### src/rtl/ocm_pkg.sv
// What this block does
// - first window access returns byte at pointer
// - later window accesses advance ROM address by one
// - index stops incrementing after first window access
// - transaction end releases window streaming and lock
// - ROM window eight bits, read-only, resets zero
// - key write must directly precede program trigger
// - key resets zero; only 0xea arms programming
// - foreign bus traffic invalidates running program cycle
// - four-bit commit page, values 0-15, resets zero
// - two GPIO pins pick power-up page
// - slow power-up bits at 6 and 2
// - slow mode adds about 60 ms power-on delay only when both loop bandwidth selects are high
// - twelve-bit start pointer from nibble plus byte
package ocm_pkg;
  // register offsets
  localparam logic [7:0] OFS_NV_CTRL = 8'h88;
  localparam logic [7:0] OFS_PTR_HI = 8'h8b;
  localparam logic [7:0] OFS_PTR_LO = 8'h8c;
  localparam logic [7:0] OFS_ROM_WIN = 8'h8f;
  localparam logic [7:0] OFS_UNLOCK = 8'h90;
  localparam logic [7:0] OFS_PAGE = 8'h91;
  localparam logic [7:0] OFS_POR = 8'had;
  // field positions and values
  localparam int BIT_PROG_TRIG = 0;
  localparam int BIT_LOOP_TWO_SLOW = 6;
  localparam int BIT_LOOP_ONE_SLOW = 2;
  localparam logic [7:0] UNLOCK_KEY = 8'hea;
  localparam logic [7:0] RST_BYTE = 8'h00;
  localparam logic [3:0] RST_PAGE = 4'h0;
  localparam logic [11:0] RST_PTR = 12'h000;
  // power-on slow ramp timing
  localparam int POR_SLOW_MS = 60;
  localparam int CLK_PERIOD_NS = 10;
  localparam int POR_SLOW_CYC = POR_SLOW_MS * 1000000 / CLK_PERIOD_NS;
  // byte-level request from the serial target engine
  typedef struct packed {
    logic start;
    logic stop;
    logic wr_valid;
    logic [7:0] wr_data;
    logic rd_req;
  } ocm_req_t;
  typedef enum logic [2:0] {
    POR_BOOT = 3'b001,
    POR_SLOW = 3'b010,
    POR_DONE = 3'b100
  } ocm_por_t;
endpackage : ocm_pkg

### src/rtl/ocm_access.sv
`timescale 1ns/100ps
module ocm_access import ocm_pkg::*; #(
  parameter int unsigned SLOW_CYCLES = POR_SLOW_CYC
) (
  input wire logic CLK, // core clock
  input wire logic RST, // sync reset, active high
  input wire ocm_req_t HOST_REQ, // byte events from serial target
  output logic [7:0] RD_DATA, // read byte
  output logic RD_VALID, // read byte valid pulse
  output logic [11:0] ROM_ADDR, // ROM address
  input wire logic [7:0] ROM_DATA, // ROM data, async on ROM_ADDR
  input wire logic FOREIGN_TRAFFIC, // bus packet to another target
  input wire logic PROG_DONE, // program cycle finished
  output logic PROG_START, // program cycle start pulse
  output logic PROG_ABORT, // program cycle invalidated pulse
  output logic PROG_BUSY, // program cycle running
  output logic [3:0] PROG_PAGE, // commit page
  input wire logic [1:0] GPIO_PAGE, // power-up page pins
  input wire logic [1:0] NV_POR_SLOW, // stored slow bits {two,one}
  input wire logic LOOP_ONE_BW, // loop one bandwidth select
  input wire logic LOOP_TWO_BW, // loop two bandwidth select
  output logic [3:0] POWERUP_PAGE, // page chosen at power-up
  output logic POR_COMPLETE // power-on sequence done
);
  logic have_idx_q, stream_q, armed_q, boot_q;
  logic [7:0] idx_q, key_q, rom_win_q, rd_hold_q;
  logic [3:0] page_q;
  logic [11:0] ptr_q;
  logic [1:0] slow_q;
  logic rd_pend_q, rd_rom_q;
  logic [31:0] por_cnt_q;
  ocm_por_t por_q;
  logic wr_acc, rd_acc, acc, acc_win, end_xfer;
  logic [7:0] rd_mux;

  // access decode
  assign end_xfer = HOST_REQ.start | HOST_REQ.stop;
  assign wr_acc = HOST_REQ.wr_valid & have_idx_q & ~end_xfer;
  assign rd_acc = HOST_REQ.rd_req & ~end_xfer;
  assign acc = wr_acc | rd_acc;
  assign acc_win = acc && idx_q == OFS_ROM_WIN;

  // register read mux, unmapped reads zero
  always_comb begin
    rd_mux = 8'h00;
    unique case (idx_q)
      OFS_NV_CTRL: rd_mux = {7'h00, PROG_BUSY};
      OFS_PTR_HI: rd_mux = {4'h0, ptr_q[11:8]};
      OFS_PTR_LO: rd_mux = ptr_q[7:0];
      OFS_ROM_WIN: rd_mux = rom_win_q;
      OFS_UNLOCK: rd_mux = key_q;
      OFS_PAGE: rd_mux = {4'h0, page_q};
      OFS_POR: rd_mux = {1'b0, slow_q[1], 3'h0, slow_q[0], 2'h0};
      default: rd_mux = 8'h00;
    endcase
  end

  // register index and window lock
  always_ff @(posedge CLK) begin
    if (RST) begin
      idx_q <= RST_BYTE;
      have_idx_q <= 1'b0;
      stream_q <= 1'b0;
    end else if (end_xfer) begin
      have_idx_q <= 1'b0;
      stream_q <= 1'b0;
    end else if (HOST_REQ.wr_valid && !have_idx_q) begin
      idx_q <= HOST_REQ.wr_data;
      have_idx_q <= 1'b1;
    end else if (acc_win) begin
      stream_q <= 1'b1;
    end else if (acc) begin
      idx_q <= idx_q + 8'h01;
    end
  end

  // ROM address stepping
  always_ff @(posedge CLK) begin
    if (RST) begin
      ROM_ADDR <= RST_PTR;
    end else if (acc_win) begin
      ROM_ADDR <= stream_q ? ROM_ADDR + 12'h001 : ptr_q;
    end
  end

  // read return, two cycles after request
  always_ff @(posedge CLK) begin
    if (RST) begin
      rd_pend_q <= 1'b0;
      rd_rom_q <= 1'b0;
      rd_hold_q <= RST_BYTE;
      RD_DATA <= RST_BYTE;
      RD_VALID <= 1'b0;
      rom_win_q <= RST_BYTE;
    end else begin
      rd_pend_q <= rd_acc;
      rd_rom_q <= rd_acc & acc_win;
      rd_hold_q <= rd_mux;
      RD_VALID <= rd_pend_q;
      if (rd_pend_q) begin
        RD_DATA <= rd_rom_q ? ROM_DATA : rd_hold_q;
      end
      if (rd_pend_q && rd_rom_q) begin
        rom_win_q <= ROM_DATA;
      end
    end
  end

  // writable registers; window writes store nothing but still step ROM_ADDR
  always_ff @(posedge CLK) begin
    if (RST) begin
      ptr_q <= RST_PTR;
      key_q <= RST_BYTE;
      page_q <= RST_PAGE;
    end else if (wr_acc) begin
      unique case (idx_q)
        OFS_PTR_HI: ptr_q[11:8] <= HOST_REQ.wr_data[3:0];
        OFS_PTR_LO: ptr_q[7:0] <= HOST_REQ.wr_data;
        OFS_UNLOCK: key_q <= HOST_REQ.wr_data;
        OFS_PAGE: page_q <= HOST_REQ.wr_data[3:0];
        default: ;
      endcase
    end
  end

  // unlock arming: only the access directly before the trigger
  always_ff @(posedge CLK) begin
    if (RST) begin
      armed_q <= 1'b0;
    end else if (acc) begin
      armed_q <= wr_acc && idx_q == OFS_UNLOCK &&
                 HOST_REQ.wr_data == UNLOCK_KEY;
    end
  end

  // program cycle control
  always_ff @(posedge CLK) begin
    if (RST) begin
      PROG_START <= 1'b0;
      PROG_ABORT <= 1'b0;
      PROG_BUSY <= 1'b0;
      PROG_PAGE <= RST_PAGE;
    end else begin
      PROG_START <= 1'b0;
      PROG_ABORT <= 1'b0;
      PROG_PAGE <= page_q;
      if (PROG_BUSY && FOREIGN_TRAFFIC) begin
        PROG_ABORT <= 1'b1;
        PROG_BUSY <= 1'b0;
      end else if (PROG_BUSY && PROG_DONE) begin
        PROG_BUSY <= 1'b0;
      end else if (!PROG_BUSY && wr_acc && idx_q == OFS_NV_CTRL &&
                   HOST_REQ.wr_data[BIT_PROG_TRIG] && armed_q) begin
        PROG_START <= 1'b1;
        PROG_BUSY <= 1'b1;
      end
    end
  end

  // slow bits: loaded from storage after reset, then writable
  always_ff @(posedge CLK) begin
    if (RST) begin
      boot_q <= 1'b1;
      slow_q <= 2'b00;
      POWERUP_PAGE <= RST_PAGE;
    end else if (boot_q) begin
      boot_q <= 1'b0;
      slow_q <= NV_POR_SLOW;
      POWERUP_PAGE <= {2'b00, GPIO_PAGE};
    end else if (wr_acc && idx_q == OFS_POR) begin
      slow_q <= {HOST_REQ.wr_data[BIT_LOOP_TWO_SLOW],
                 HOST_REQ.wr_data[BIT_LOOP_ONE_SLOW]};
    end
  end

  // power-on sequence with optional slow delay
  always_ff @(posedge CLK) begin
    if (RST) begin
      por_q <= POR_BOOT;
      por_cnt_q <= 32'h0000_0000;
      POR_COMPLETE <= 1'b0;
    end else begin
      unique case (por_q)
        POR_BOOT: begin
          if (!boot_q) begin
            if (|slow_q && LOOP_ONE_BW && LOOP_TWO_BW) begin
              por_q <= POR_SLOW;
            end else begin
              por_q <= POR_DONE;
              POR_COMPLETE <= 1'b1;
            end
          end
        end
        POR_SLOW: begin
          por_cnt_q <= por_cnt_q + 32'h0000_0001;
          if (por_cnt_q >= SLOW_CYCLES - 1) begin
            por_q <= POR_DONE;
            POR_COMPLETE <= 1'b1;
          end
        end
        POR_DONE: POR_COMPLETE <= 1'b1;
        default: por_q <= POR_BOOT;
      endcase
    end
  end

  property p_first_addr;
    @(posedge CLK) disable iff (RST)
    acc_win && !stream_q |=> ROM_ADDR == $past(ptr_q);
  endproperty
  a_first_addr: assert property (p_first_addr)
    else $error("window start not at pointer");
  property p_step;
    @(posedge CLK) disable iff (RST)
    acc_win && stream_q |=> ROM_ADDR == $past(ROM_ADDR) + 12'h001;
  endproperty
  a_step: assert property (p_step)
    else $error("window address did not advance");
  property p_lock;
    @(posedge CLK) disable iff (RST)
    stream_q && !end_xfer |=> idx_q == OFS_ROM_WIN;
  endproperty
  a_lock: assert property (p_lock)
    else $error("index moved while locked");
  property p_release;
    @(posedge CLK) disable iff (RST) end_xfer |=> !stream_q && !have_idx_q;
  endproperty
  a_release: assert property (p_release)
    else $error("lock not released at transaction end");
  property p_rom_data;
    @(posedge CLK) disable iff (RST)
    rd_acc && acc_win ##1 1'b1 |=> RD_VALID && RD_DATA == $past(ROM_DATA);
  endproperty
  a_rom_data: assert property (p_rom_data)
    else $error("window read returned wrong byte");
  property p_unlock;
    @(posedge CLK) disable iff (RST) $rose(PROG_START) |-> $past(armed_q);
  endproperty
  a_unlock: assert property (p_unlock)
    else $error("program started without key");
  property p_abort;
    @(posedge CLK) disable iff (RST)
    PROG_BUSY && FOREIGN_TRAFFIC |=> PROG_ABORT && !PROG_BUSY;
  endproperty
  a_abort: assert property (p_abort)
    else $error("foreign traffic did not abort");
  property p_page;
    @(posedge CLK) disable iff (RST) PROG_START |-> PROG_PAGE == $past(page_q);
  endproperty
  a_page: assert property (p_page)
    else $error("commit page mismatch");
  property p_fast_por;
    @(posedge CLK) disable iff (RST)
    por_q == POR_BOOT && !boot_q && slow_q == 2'b00 |=> POR_COMPLETE;
  endproperty
  a_fast_por: assert property (p_fast_por)
    else $error("power-on delayed without slow bits");
  property p_slow_por;
    @(posedge CLK) disable iff (RST)
    por_q == POR_SLOW && por_cnt_q < SLOW_CYCLES - 1 |=> !POR_COMPLETE;
  endproperty
  a_slow_por: assert property (p_slow_por)
    else $error("slow power-on ended early");
  c_stream: cover property (@(posedge CLK) acc_win && stream_q);
  c_prog: cover property (@(posedge CLK) PROG_START);
  c_abort: cover property (@(posedge CLK) PROG_ABORT);
  c_slow: cover property (@(posedge CLK) por_q == POR_SLOW);
endmodule : ocm_access

### config.mk
export PLATFORM = sky130hd
export DESIGN_NAME = ocm_access
export DESIGN_NICKNAME = d
export VERILOG_FILES = /design/src/rtl/ocm_pkg.sv /design/src/rtl/ocm_access.sv
export SDC_FILE = /design/constraint.sdc
export NUM_CORES = 1
export LEC_CHECK = 0
export BUFFER_PORTS_ARGS = -buffer_cell sky130_fd_sc_hd__buf_2
export CORE_MARGIN = 3
export CORE_UTILIZATION = 45
export DETAILED_ROUTE_END_ITERATION = 10
export REMOVE_ABC_BUFFERS = 1
export SLEW_MARGIN = 5
export SYNTH_ARGS = -nofsm -noshare
export SYNTH_HDL_FRONTEND = slang
export SYNTH_SLANG_ARGS = --single-unit
export TNS_END_PERCENT = 10
### constraint.sdc
create_clock -name CLK -period 6.65 [get_ports CLK]
set_input_delay 1.33 -clock CLK [delete_from_list [all_inputs] [get_ports CLK]]
set_output_delay 1.33 -clock CLK [all_outputs]
set_load 0.01 [all_outputs]
Word-level counts from Yosys, hierarchy flattened. Cells that the tools add are included.

Bits in registers: 122. Bits of input ports: 30. Word-level logic and storage cells: 102.

Add/sub/neg operators: 3. $lt $le $gt $ge: 1. Equality and inequality tests: 15. Multiplexer cells: 19. Bitwise gates (word level): 9. Reduce and logical (&&, ||, !) cells: 30.

Operators with widths (count): == test 8 bit, second input constant (8); case mux 8 bit (7 select lines) (1); adder 32 x 1 -> 32 bit, second input constant (1); greater-or-equal comparator 32 x 23 -> 1 bit, second input constant (1); two-way mux 8 bit (4); logical AND 1 bit (14); adder 12 x 1 -> 12 bit, second input constant (1); two-way mux 12 bit (1); AND reduction 2 bit (5); two-way mux 3 bit (3); case mux 3 bit (3 select lines) (1); adder 8 x 1 -> 8 bit, second input constant (1); two-way mux 1 bit (6); inequality test 2 bit, second input constant (3); AND reduction 3 bit (2); bitwise AND 1 bit (4); two-way mux 2 bit (2); AND reduction 4 bit (1); nonzero test 2 bit (2); OR reduction 2 bit (2); == test 3 x 1 -> 1 bit, second input constant (1); == test 3 x 2 -> 1 bit, second input constant (1); == test 3 bit, second input constant (1); inverter 1 bit (3); 6 further kinds (8).

Depth between registers and ports, before layout. Gate-level depths: netlist (run 1).

Depth after elaboration: 8. Gate-level depth with buffers: 8. Depth with buffers taken out: 7.

Least setup slack after synthesis (run 1). OpenSTA, ideal clock, no wires.

Path kind: in2reg. Start point: input HOST_REQ[10] (netlist name). End point: register armed_q. Setup time: 0.070 ns. Data arrival time: 2.620 ns. Setup slack: 3.960 ns. Stages: 6. Buffers on the path: 1. Cells stage by stage: nor2_1 > and3_1 > nand3_1 > clkbuf_1 > or3_1 > a21oi_1.

Longest elaborated chain between the ends: 5.

RTL lines: start, declared (line ocm_access.sv:7) `input wire ocm_req_t HOST_REQ,`; bitwise OR 1 bit (*) (line ocm_access.sv:37) `assign end_xfer = HOST_REQ.start | HOST_REQ.stop;`; inverter 1 bit (no line) (*); bitwise AND 1 bit (line ocm_access.sv:38) `assign wr_acc = HOST_REQ.wr_valid & have_idx_q & ~end_xfer;`; logical AND 1 bit (2 in a row) (line ocm_access.sv:131) `armed_q <= wr_acc && idx_q == OFS_UNLOCK &&`; end signal, assigned (line ocm_access.sv:131); end, declared (line ocm_access.sv:25) `logic have_idx_q, stream_q, armed_q, boot_q;`.

Mark *: on every way between the ends. The rest lies on a longest branch, timed or not. A chain may end at the register's enable or synchronous reset.

Worst setup path in the final report (run 1). Same ends and word-level chain as after synthesis.

==> results of run 1 <==
==> worst reg2reg max path, stage by stage, from the launching register on <==
cell     delay, ps
dfxtp_1        380
nor4b_1        850
and3_1         490
and2_1         490
mux2i_1        250
nor2_1          50
==> stage by stage <==
stage	instances	area (µm²)	hold slack, ps	power (mW)
after global placement	847	5940	453	0.830
after CTS	879	6570	468	1.80
final	879	6570	465	1.78
after global routing	879	6570	494	1.85
after detailed placement	847	5940	456	0.832
after floorplan	617	5420	430	0.793
==> placed cells by master, fill, tap and decap left out, types with 5 or more instances in the layout <==
cell	synthesis	final
mux2i_1	30	30
o21ai_0	37	37
and2_1	13	13
a21oi_1	50	50
or3_1	6	6
ha_1	5	5
nand3_1	27	27
xor2_1	11	11
buf_2	1	59
dfxtp_1	122	122
clkbuf_16	0	17
nor4_1	8	8
nor2_1	77	77
nand2_1	57	57
a211oi_1	15	15
a222oi_1	8	8
nor2b_1	16	16
xnor2_1	11	11
nor3_1	12	12
inv_1	8	8
nand4_1	17	17
and3_1	10	10
a22oi_1	5	5
==> layer usage <==
| metal | GRT usage | up-vias | part of all wire |
|---|---|---|---|
| met5 | 0 | - | 0 |
| met4 | 0.0762 | 0 | 0.021 |
| met3 | 0.0487 | 28 | 0.044 |
| met2 | 0.296 | 128 | 0.44 |
| met1 | 0.283 | 2351 | 0.50 |
| li1 | - | 2459 | - |
==> synthesized netlist by cell type (all sizes together) (4+ instances only) <==
master / number
dfxtp: 122
nor2: 77
nand2: 57
a21oi: 50
o21ai: 37
clkbuf: 35
mux2i: 30
nand3: 27
nand4: 17
nor2b: 16
a211oi: 15
and2: 13
nor3: 12
and3: 11
xnor2: 11
xor2: 11
or3: 9
a222oi: 8
inv: 8
nor4: 8
a22oi: 5
ha: 5
buf: 4
nand2b: 4
nor3b: 4
o21a: 4
==> sequential cells by signal (all words and copies together), names as in the netlist, 2 cells and up <==
name          count
rd_hold_q         8
por_cnt_q        32
slow_q            2
idx_q             8
PROG_PAGE         4
ROM_ADDR         12
POWERUP_PAGE      2
ptr_q            12
RD_DATA           8
rom_win_q         8
key_q             8
page_q            4
por_q             3
==> cell type report <==
cell class	count	area [µm²]	share of cell area
Multi-Input combinational cell	486	2940	0.447
Sequential cell	122	2440	0.372
Clock buffer	17	425	0.0648
Timing Repair Buffer	62	318	0.0484
Tap cell	168	210	0.0320
Clock inverter	15	200	0.0305
Inverter	9	33.8	0.00514
==> cells by family after synthesis <==
kind of cell / Yosys count / share of synthesized area
other cells: 1 / 0.000671
compound gates: 146 / 0.164
xor+xnor: 22 / 0.0345
fa+ha+maj: 5 / 0.0112
flops: 122 / 0.437
buf+inv: 48 / 0.0378
mux: 32 / 0.0578
simple gates: 279 / 0.257
==> path summary, 6_finish.rpt <==
path	start	cells after the start	slack [ps]	end
worst max register to register	idx_q[4]	5	4010	ptr_q[4]
worst min-delay path	rom_win_q[6]	2	470	rom_win_q[6]
worst min register to register	rom_win_q[6]	2	470	rom_win_q[6]
worst max-delay path	HOST_REQ[10]	6	3920	armed_q
==> power breakdown <==
part	internal, mW	switching (mW)	leakage (nW)
combinational	0.0240	0.0432	1.12
clock	0.626	0.342	0.295
sequential	0.740	0.00993	0.986
total	1.39	0.395	2.40
==> summary.md, run 1 <==
| Metric | Value |
|---|---|
| Synthesized area | `5590 µm²` |
| Clock root buffer | `clkbuf_16` |
| Syn Area/Cell | `8.53 µm²` |
| Total grt overflow | `0` |
| Final count of pins violating max slew | `0` |
| Post-layout util | `0.545` |
| Setup TNS | `0 ps` |
| Hold-fix buffers, CTS | `0` |
| Synth-to-Final Area Change | `17.5%` |
| Clock tree buffer depth | `2` |
| Final HPWL DP | `9670 µm` |
| First-pass DRT Iterations | `5` |
| CP endpoint kind | `flip-flop` |
| Core Region | `approximately 12000 µm²` |
| Final setup violation count | `0` |
| Placement Rows | `40` |
| CTS Sinks | `122` |
| Leakage | `2.40 nW` |
| Post-synth top area share | `0.437` |
| Setup Buffers After CTS | `0` |
| Fmax | `367 MHz` |
| Ports | `63` |
| Clk_skew | `5.55 ps` |
| Synth cell types | `65` |
| Vias per cell | `~5.6` |
| Worst-Margin Slew | `1060 ps` |
| Synthesis-stage register bit count | `122` |
| Pwr per Cell Area | `around 270 nW/µm²` |
| Required @ worst endpoint | `6990 ps` |
| Synth Flop Type | `dfxtp_1` |
| Largest net degree at the start of global routing | `between 70 and 80` |
| MaxCap Viol Count | `0` |
| Port Buffer Count | `60` |
| Overall routing resource usage | `0.200` |
| First-pass GRT wire length | `22600 µm` |
| TritonCTS Buffers | `17` |
| Biggest area consumer among synthesized cells | `dfxtp_1` |
| Total Wirelength | `between 10000 and 15000 µm` |
| EDFF count, synth | `0` |
| Gate Count Post-Synth | `655` |
| Final ANT Viol Nets | `0` |
| 1st-iter DRT viols | `403` |
| Setup WS post-layout | `3920 ps` |
| Warnings, synthesis | `0` |
| Fillers | `1091` |
| Clock transition at path regs | `~60 ps` |
| # DRC | `0` |
| Critical path class | `in -> reg` |
| Crit-path max cell delay | `500 ps` |
| Worst-path fanout max | `9` |
| Crit path buffers/inverters | `1` |
| Die ar. | `13800 µm²` |
| Seq/Total Area, Yosys | `0.437` |
| Layout cells sized above 1 | `0.148` |
| Critical path startpoint category | `input port` |
| WL/cell | `roughly 16 µm` |
| Cell Chain, Critical Path | `buf_2 -> nor2_1 -> and3_1 -> nand3_1 -> or3_1 -> a21oi_1` |
| H-tree depth | `4` |
| Hold crit path type | `reg -> reg` |
| Final Cycle Share | `0.410` |
| Status | `complete, no violations` |
| CTS tree | `done` |
| Die Wd | `117 µm` |
| Crit path time final | `2730 ps` |
| Antenna diodes | `0` |
| Resize count post-CTS | `0` |
| Slowest CP cell | `or3_1` |
| FFs w/ async S/R, synth | `0` |
| RSZ-0062 raised after global routing | `no` |
| Slew HR | `0.294` |
| Clk Latency, worst-skew pair | `420 ps` |
| Final Net Count | `733` |
| DR vias | `4966` |
| Worst slack, placed | `3500 ps` |
| RD Place Congestion | `0.843` |
| Initial Util | `0.463` |
| Die height | `117 µm` |
| Vias in the first global route | `~4600` |
| Initial antenna violation count | `0` |
| Worst path arrival time | `3070 ps` |
| Synth area leaders | `dfxtp_1 44%, mux2i_1 5.4%, nor2_1 5.2%` |
| CP delay by family, top | `simple AND/OR/NAND/NOR gates` |
| Fin. Hold Viols | `0` |
| Peak supply drop | `approximately 0.19 mV` |
No activity file was read; power rests on OpenSTA's default activity.
==> run 2, diff against run 1 <==
==> constraint.sdc (replaced) <==
create_clock -name CLK -period 2.7 [get_ports CLK]
set_input_delay 0.54 -clock CLK [delete_from_list [all_inputs] [get_ports CLK]]
set_output_delay 0.54 -clock CLK [all_outputs]
set_load 0.01 [all_outputs]
==> summary.md, run 2 (synthesis results as in run 1) <==
| Metric | Value |
|---|---|
| Status | `complete, no violations` |
| Worst-path fanout max | `8 (-1)` |
| Final Net Count | `741 (+1.1%)` |
| Regs by FF count | `por_cnt_q x32, ROM_ADDR x12, ptr_q x12` |
| Synth-to-Final Area Change | `18.7%` |
| WL/cell | `15.8 µm (+1.7%)` |
| Design area | `6630 µm² (+0.99%)` |
| Slew HR | `0.577 (+0.283)` |
| Slowest CP cell | `or4_1` |
| 1st-iter DRT viols | `430 (+6.7%)` |
| Critical path class | `reg -> reg` |
| Fin. Hold Viols | `0 (unchanged)` |
| Antenna diodes | `0 (unchanged)` |
| Commonest non-fill, non-tap cells in the layout | `122 x dfxtp_1, 77 x nor2_1, 59 x buf_2` |
| Hold slack | `362 ps (-104 ps)` |
| Placement Rows | `40 (unchanged)` |
| Initial Util | `0.463 (unchanged)` |
| Largest net degree at the start of global routing | `59 (-18%)` |
| Total Wirelength | `14100 µm (+2.7%)` |
| Die height | `117 µm (unchanged)` |
| Critical path startpoint category | `flip-flop` |
| RSZ-0062 raised after global routing | `no` |
| Hold crit path type | `in -> reg` |
| Core Region | `12100 µm² (unchanged)` |
| Required @ worst endpoint | `3050 ps (-3940 ps)` |
| Cell Chain, Critical Path | `or3b_4 -> or3_4 -> or4_1 -> or3_1 -> a21oi_1` |
| Clock transition at path regs | `60 ps (about the same)` |
| Area post-placement | `6000 µm² (+1.0%)` |
| First-pass GRT wire length | `23200 µm (+2.4%)` |
| Initial antenna violation count | `0 (unchanged)` |
| Final Cycle Share | `0.919` |
| RD Place Congestion | `0.881 (+4.6%)` |
| Final count of pins violating max slew | `0 (unchanged)` |
| Clk_skew | `10.4 ps (+4.82 ps)` |
| Largest register by flop count | `por_cnt_q` |
| Final setup violation count | `0 (unchanged)` |
| Peak supply drop | `0.516 mV (+170%)` |
| Clk Latency, worst-skew pair | `420 ps (about the same)` |
| Dpl cells | `855 (+0.94%)` |
| Crit path buffers/inverters | `0 (-1)` |
| # DRC | `0 (unchanged)` |
| Vias in the first global route | `4682 (+2.4%)` |
| Fmax | `between 400 and 500 MHz` |
| Total grt overflow | `0 (unchanged)` |
| CP endpoint kind | `flip-flop` |
| Fillers | `1144 (+4.9%)` |
| Leakage | `2.45 nW (+2.0%)` |
| MaxCap Viol Count | `0 (unchanged)` |
| Tot Pwr | `4.41 mW (+150%)` |
| Die ar. | `13800 µm² (unchanged)` |
| Die Wd | `117 µm (unchanged)` |
| Layout cells sized above 1 | `0.157 (+0.00948)` |
| Final cell count without fillers | `887 (+0.91%)` |
| Crit-path max cell delay | `620 ps (+120 ps)` |
| Worst path arrival time | `2830 ps (-240 ps)` |
| Port Buffer Count | `60 (unchanged)` |
| Overall routing resource usage | `0.205 (+0.00511)` |
| CTS tree | `done` |
| H-tree depth | `4 (unchanged)` |
| Vias per cell | `5.61 (-0.62%)` |
| Leading cell type in the layout, fill and taps excluded | `dfxtp_1` |
| Crit path time final | `2480 ps` |
| Clock tree buffer depth | `2 (unchanged)` |
| CTS Sinks | `122 (unchanged)` |
| Final HPWL DP | `9870 µm (+2.0%)` |
| First-pass DRT Iterations | `5 (unchanged)` |
| Final ANT Viol Nets | `0 (unchanged)` |
| Worst-Margin Slew | `634 ps (-423 ps)` |
| Pwr per Cell Area | `665 nW/µm² (+140%)` |
| TritonCTS Buffers | `17 (unchanged)` |
| Largest register FFs | `32 (unchanged)` |
| DR vias | `4980 (+0.28%)` |
| CP delay by family, top | `simple AND/OR/NAND/NOR gates` |
| Setup TNS | `0 ps (unchanged)` |
| Clock root buffer | `clkbuf_16` |
| Ports | `63 (unchanged)` |
-- run 2: cell types whose count changed in the layout (fill, tap and decap cells not counted) --
cell,change
buf_4,+8
clkbuf_8,+2
clkinv_4,-2
clkbuf_1,+1
clkinv_2,+1
clkinvlp_4,-1
inv_6,-1
or3b_1,-1
or3b_4,+1
-- run 2: per-layer routing --
layer  GRT usage  wire length [µm]  vias up
li1            -                 -     2465
met5           0                 0        -
met4      0.0689               189        0
met3      0.0511               881       18
met1       0.289              6810     2350
met2       0.308              6170      147
-- run 2: path summary, 6_finish.rpt --
path | startpoint | to | slack, ps | cells after the start
min | GPIO_PAGE[0] | POWERUP_PAGE[0] | 360 | 3
max reg2reg | por_q[1] | por_cnt_q[24] | 220 | 5
min reg2reg | rom_win_q[3] | rom_win_q[3] | 470 | 2
max | por_q[1] | por_cnt_q[24] | 220 | 5
-- run 2: repair_timing --
action / 4_1_cts / 5_1_grt
buffers inserted: 0 / 0
hold buffers: 0 / 0
endpoints found under the hold margin: 0 / 0
resized for setup: 0 / 1
endpoints found under the setup margin: 0 / 1
-- run 2: metrics by stage --
step / setup slack, ps / util
after global placement: 271 / 0.498
after detailed placement: 175 / 0.498
after global routing: 71.7 / 0.550
after CTS: 145 / 0.550
after floorplan: 392 / -
final: 219 / 0.550
-- run 2: power breakdown --
| part | switching [mW] | internal (mW) | total [mW] |
|---|---|---|---|
| sequential | 0.0236 | 1.82 | 1.85 |
| combinational | 0.108 | 0.0629 | 0.171 |
| clock | 0.812 | 1.59 | 2.40 |
| total | 0.944 | 3.47 | 4.41 |
-- run 2: area by class of cell --
| type | count | area, µm² | area share |
|---|---|---|---|
| Timing Repair Buffer | 70 | 378 | 0.0570 |
| Clock buffer | 20 | 457 | 0.0688 |
| Sequential cell | 122 | 2440 | 0.368 |
| Tap cell | 168 | 210 | 0.0317 |
| Inverter | 9 | 33.8 | 0.00509 |
| Multi-Input combinational cell | 486 | 2940 | 0.443 |
| Clock inverter | 12 | 171 | 0.0258 |
-- run 2: tightest hold or removal path, delay by kind of cell --
kind                   cells  cell delay, ps
buffers and inverters      1              70
multiplexers               1              60
AND/OR/NAND/NOR            1              70
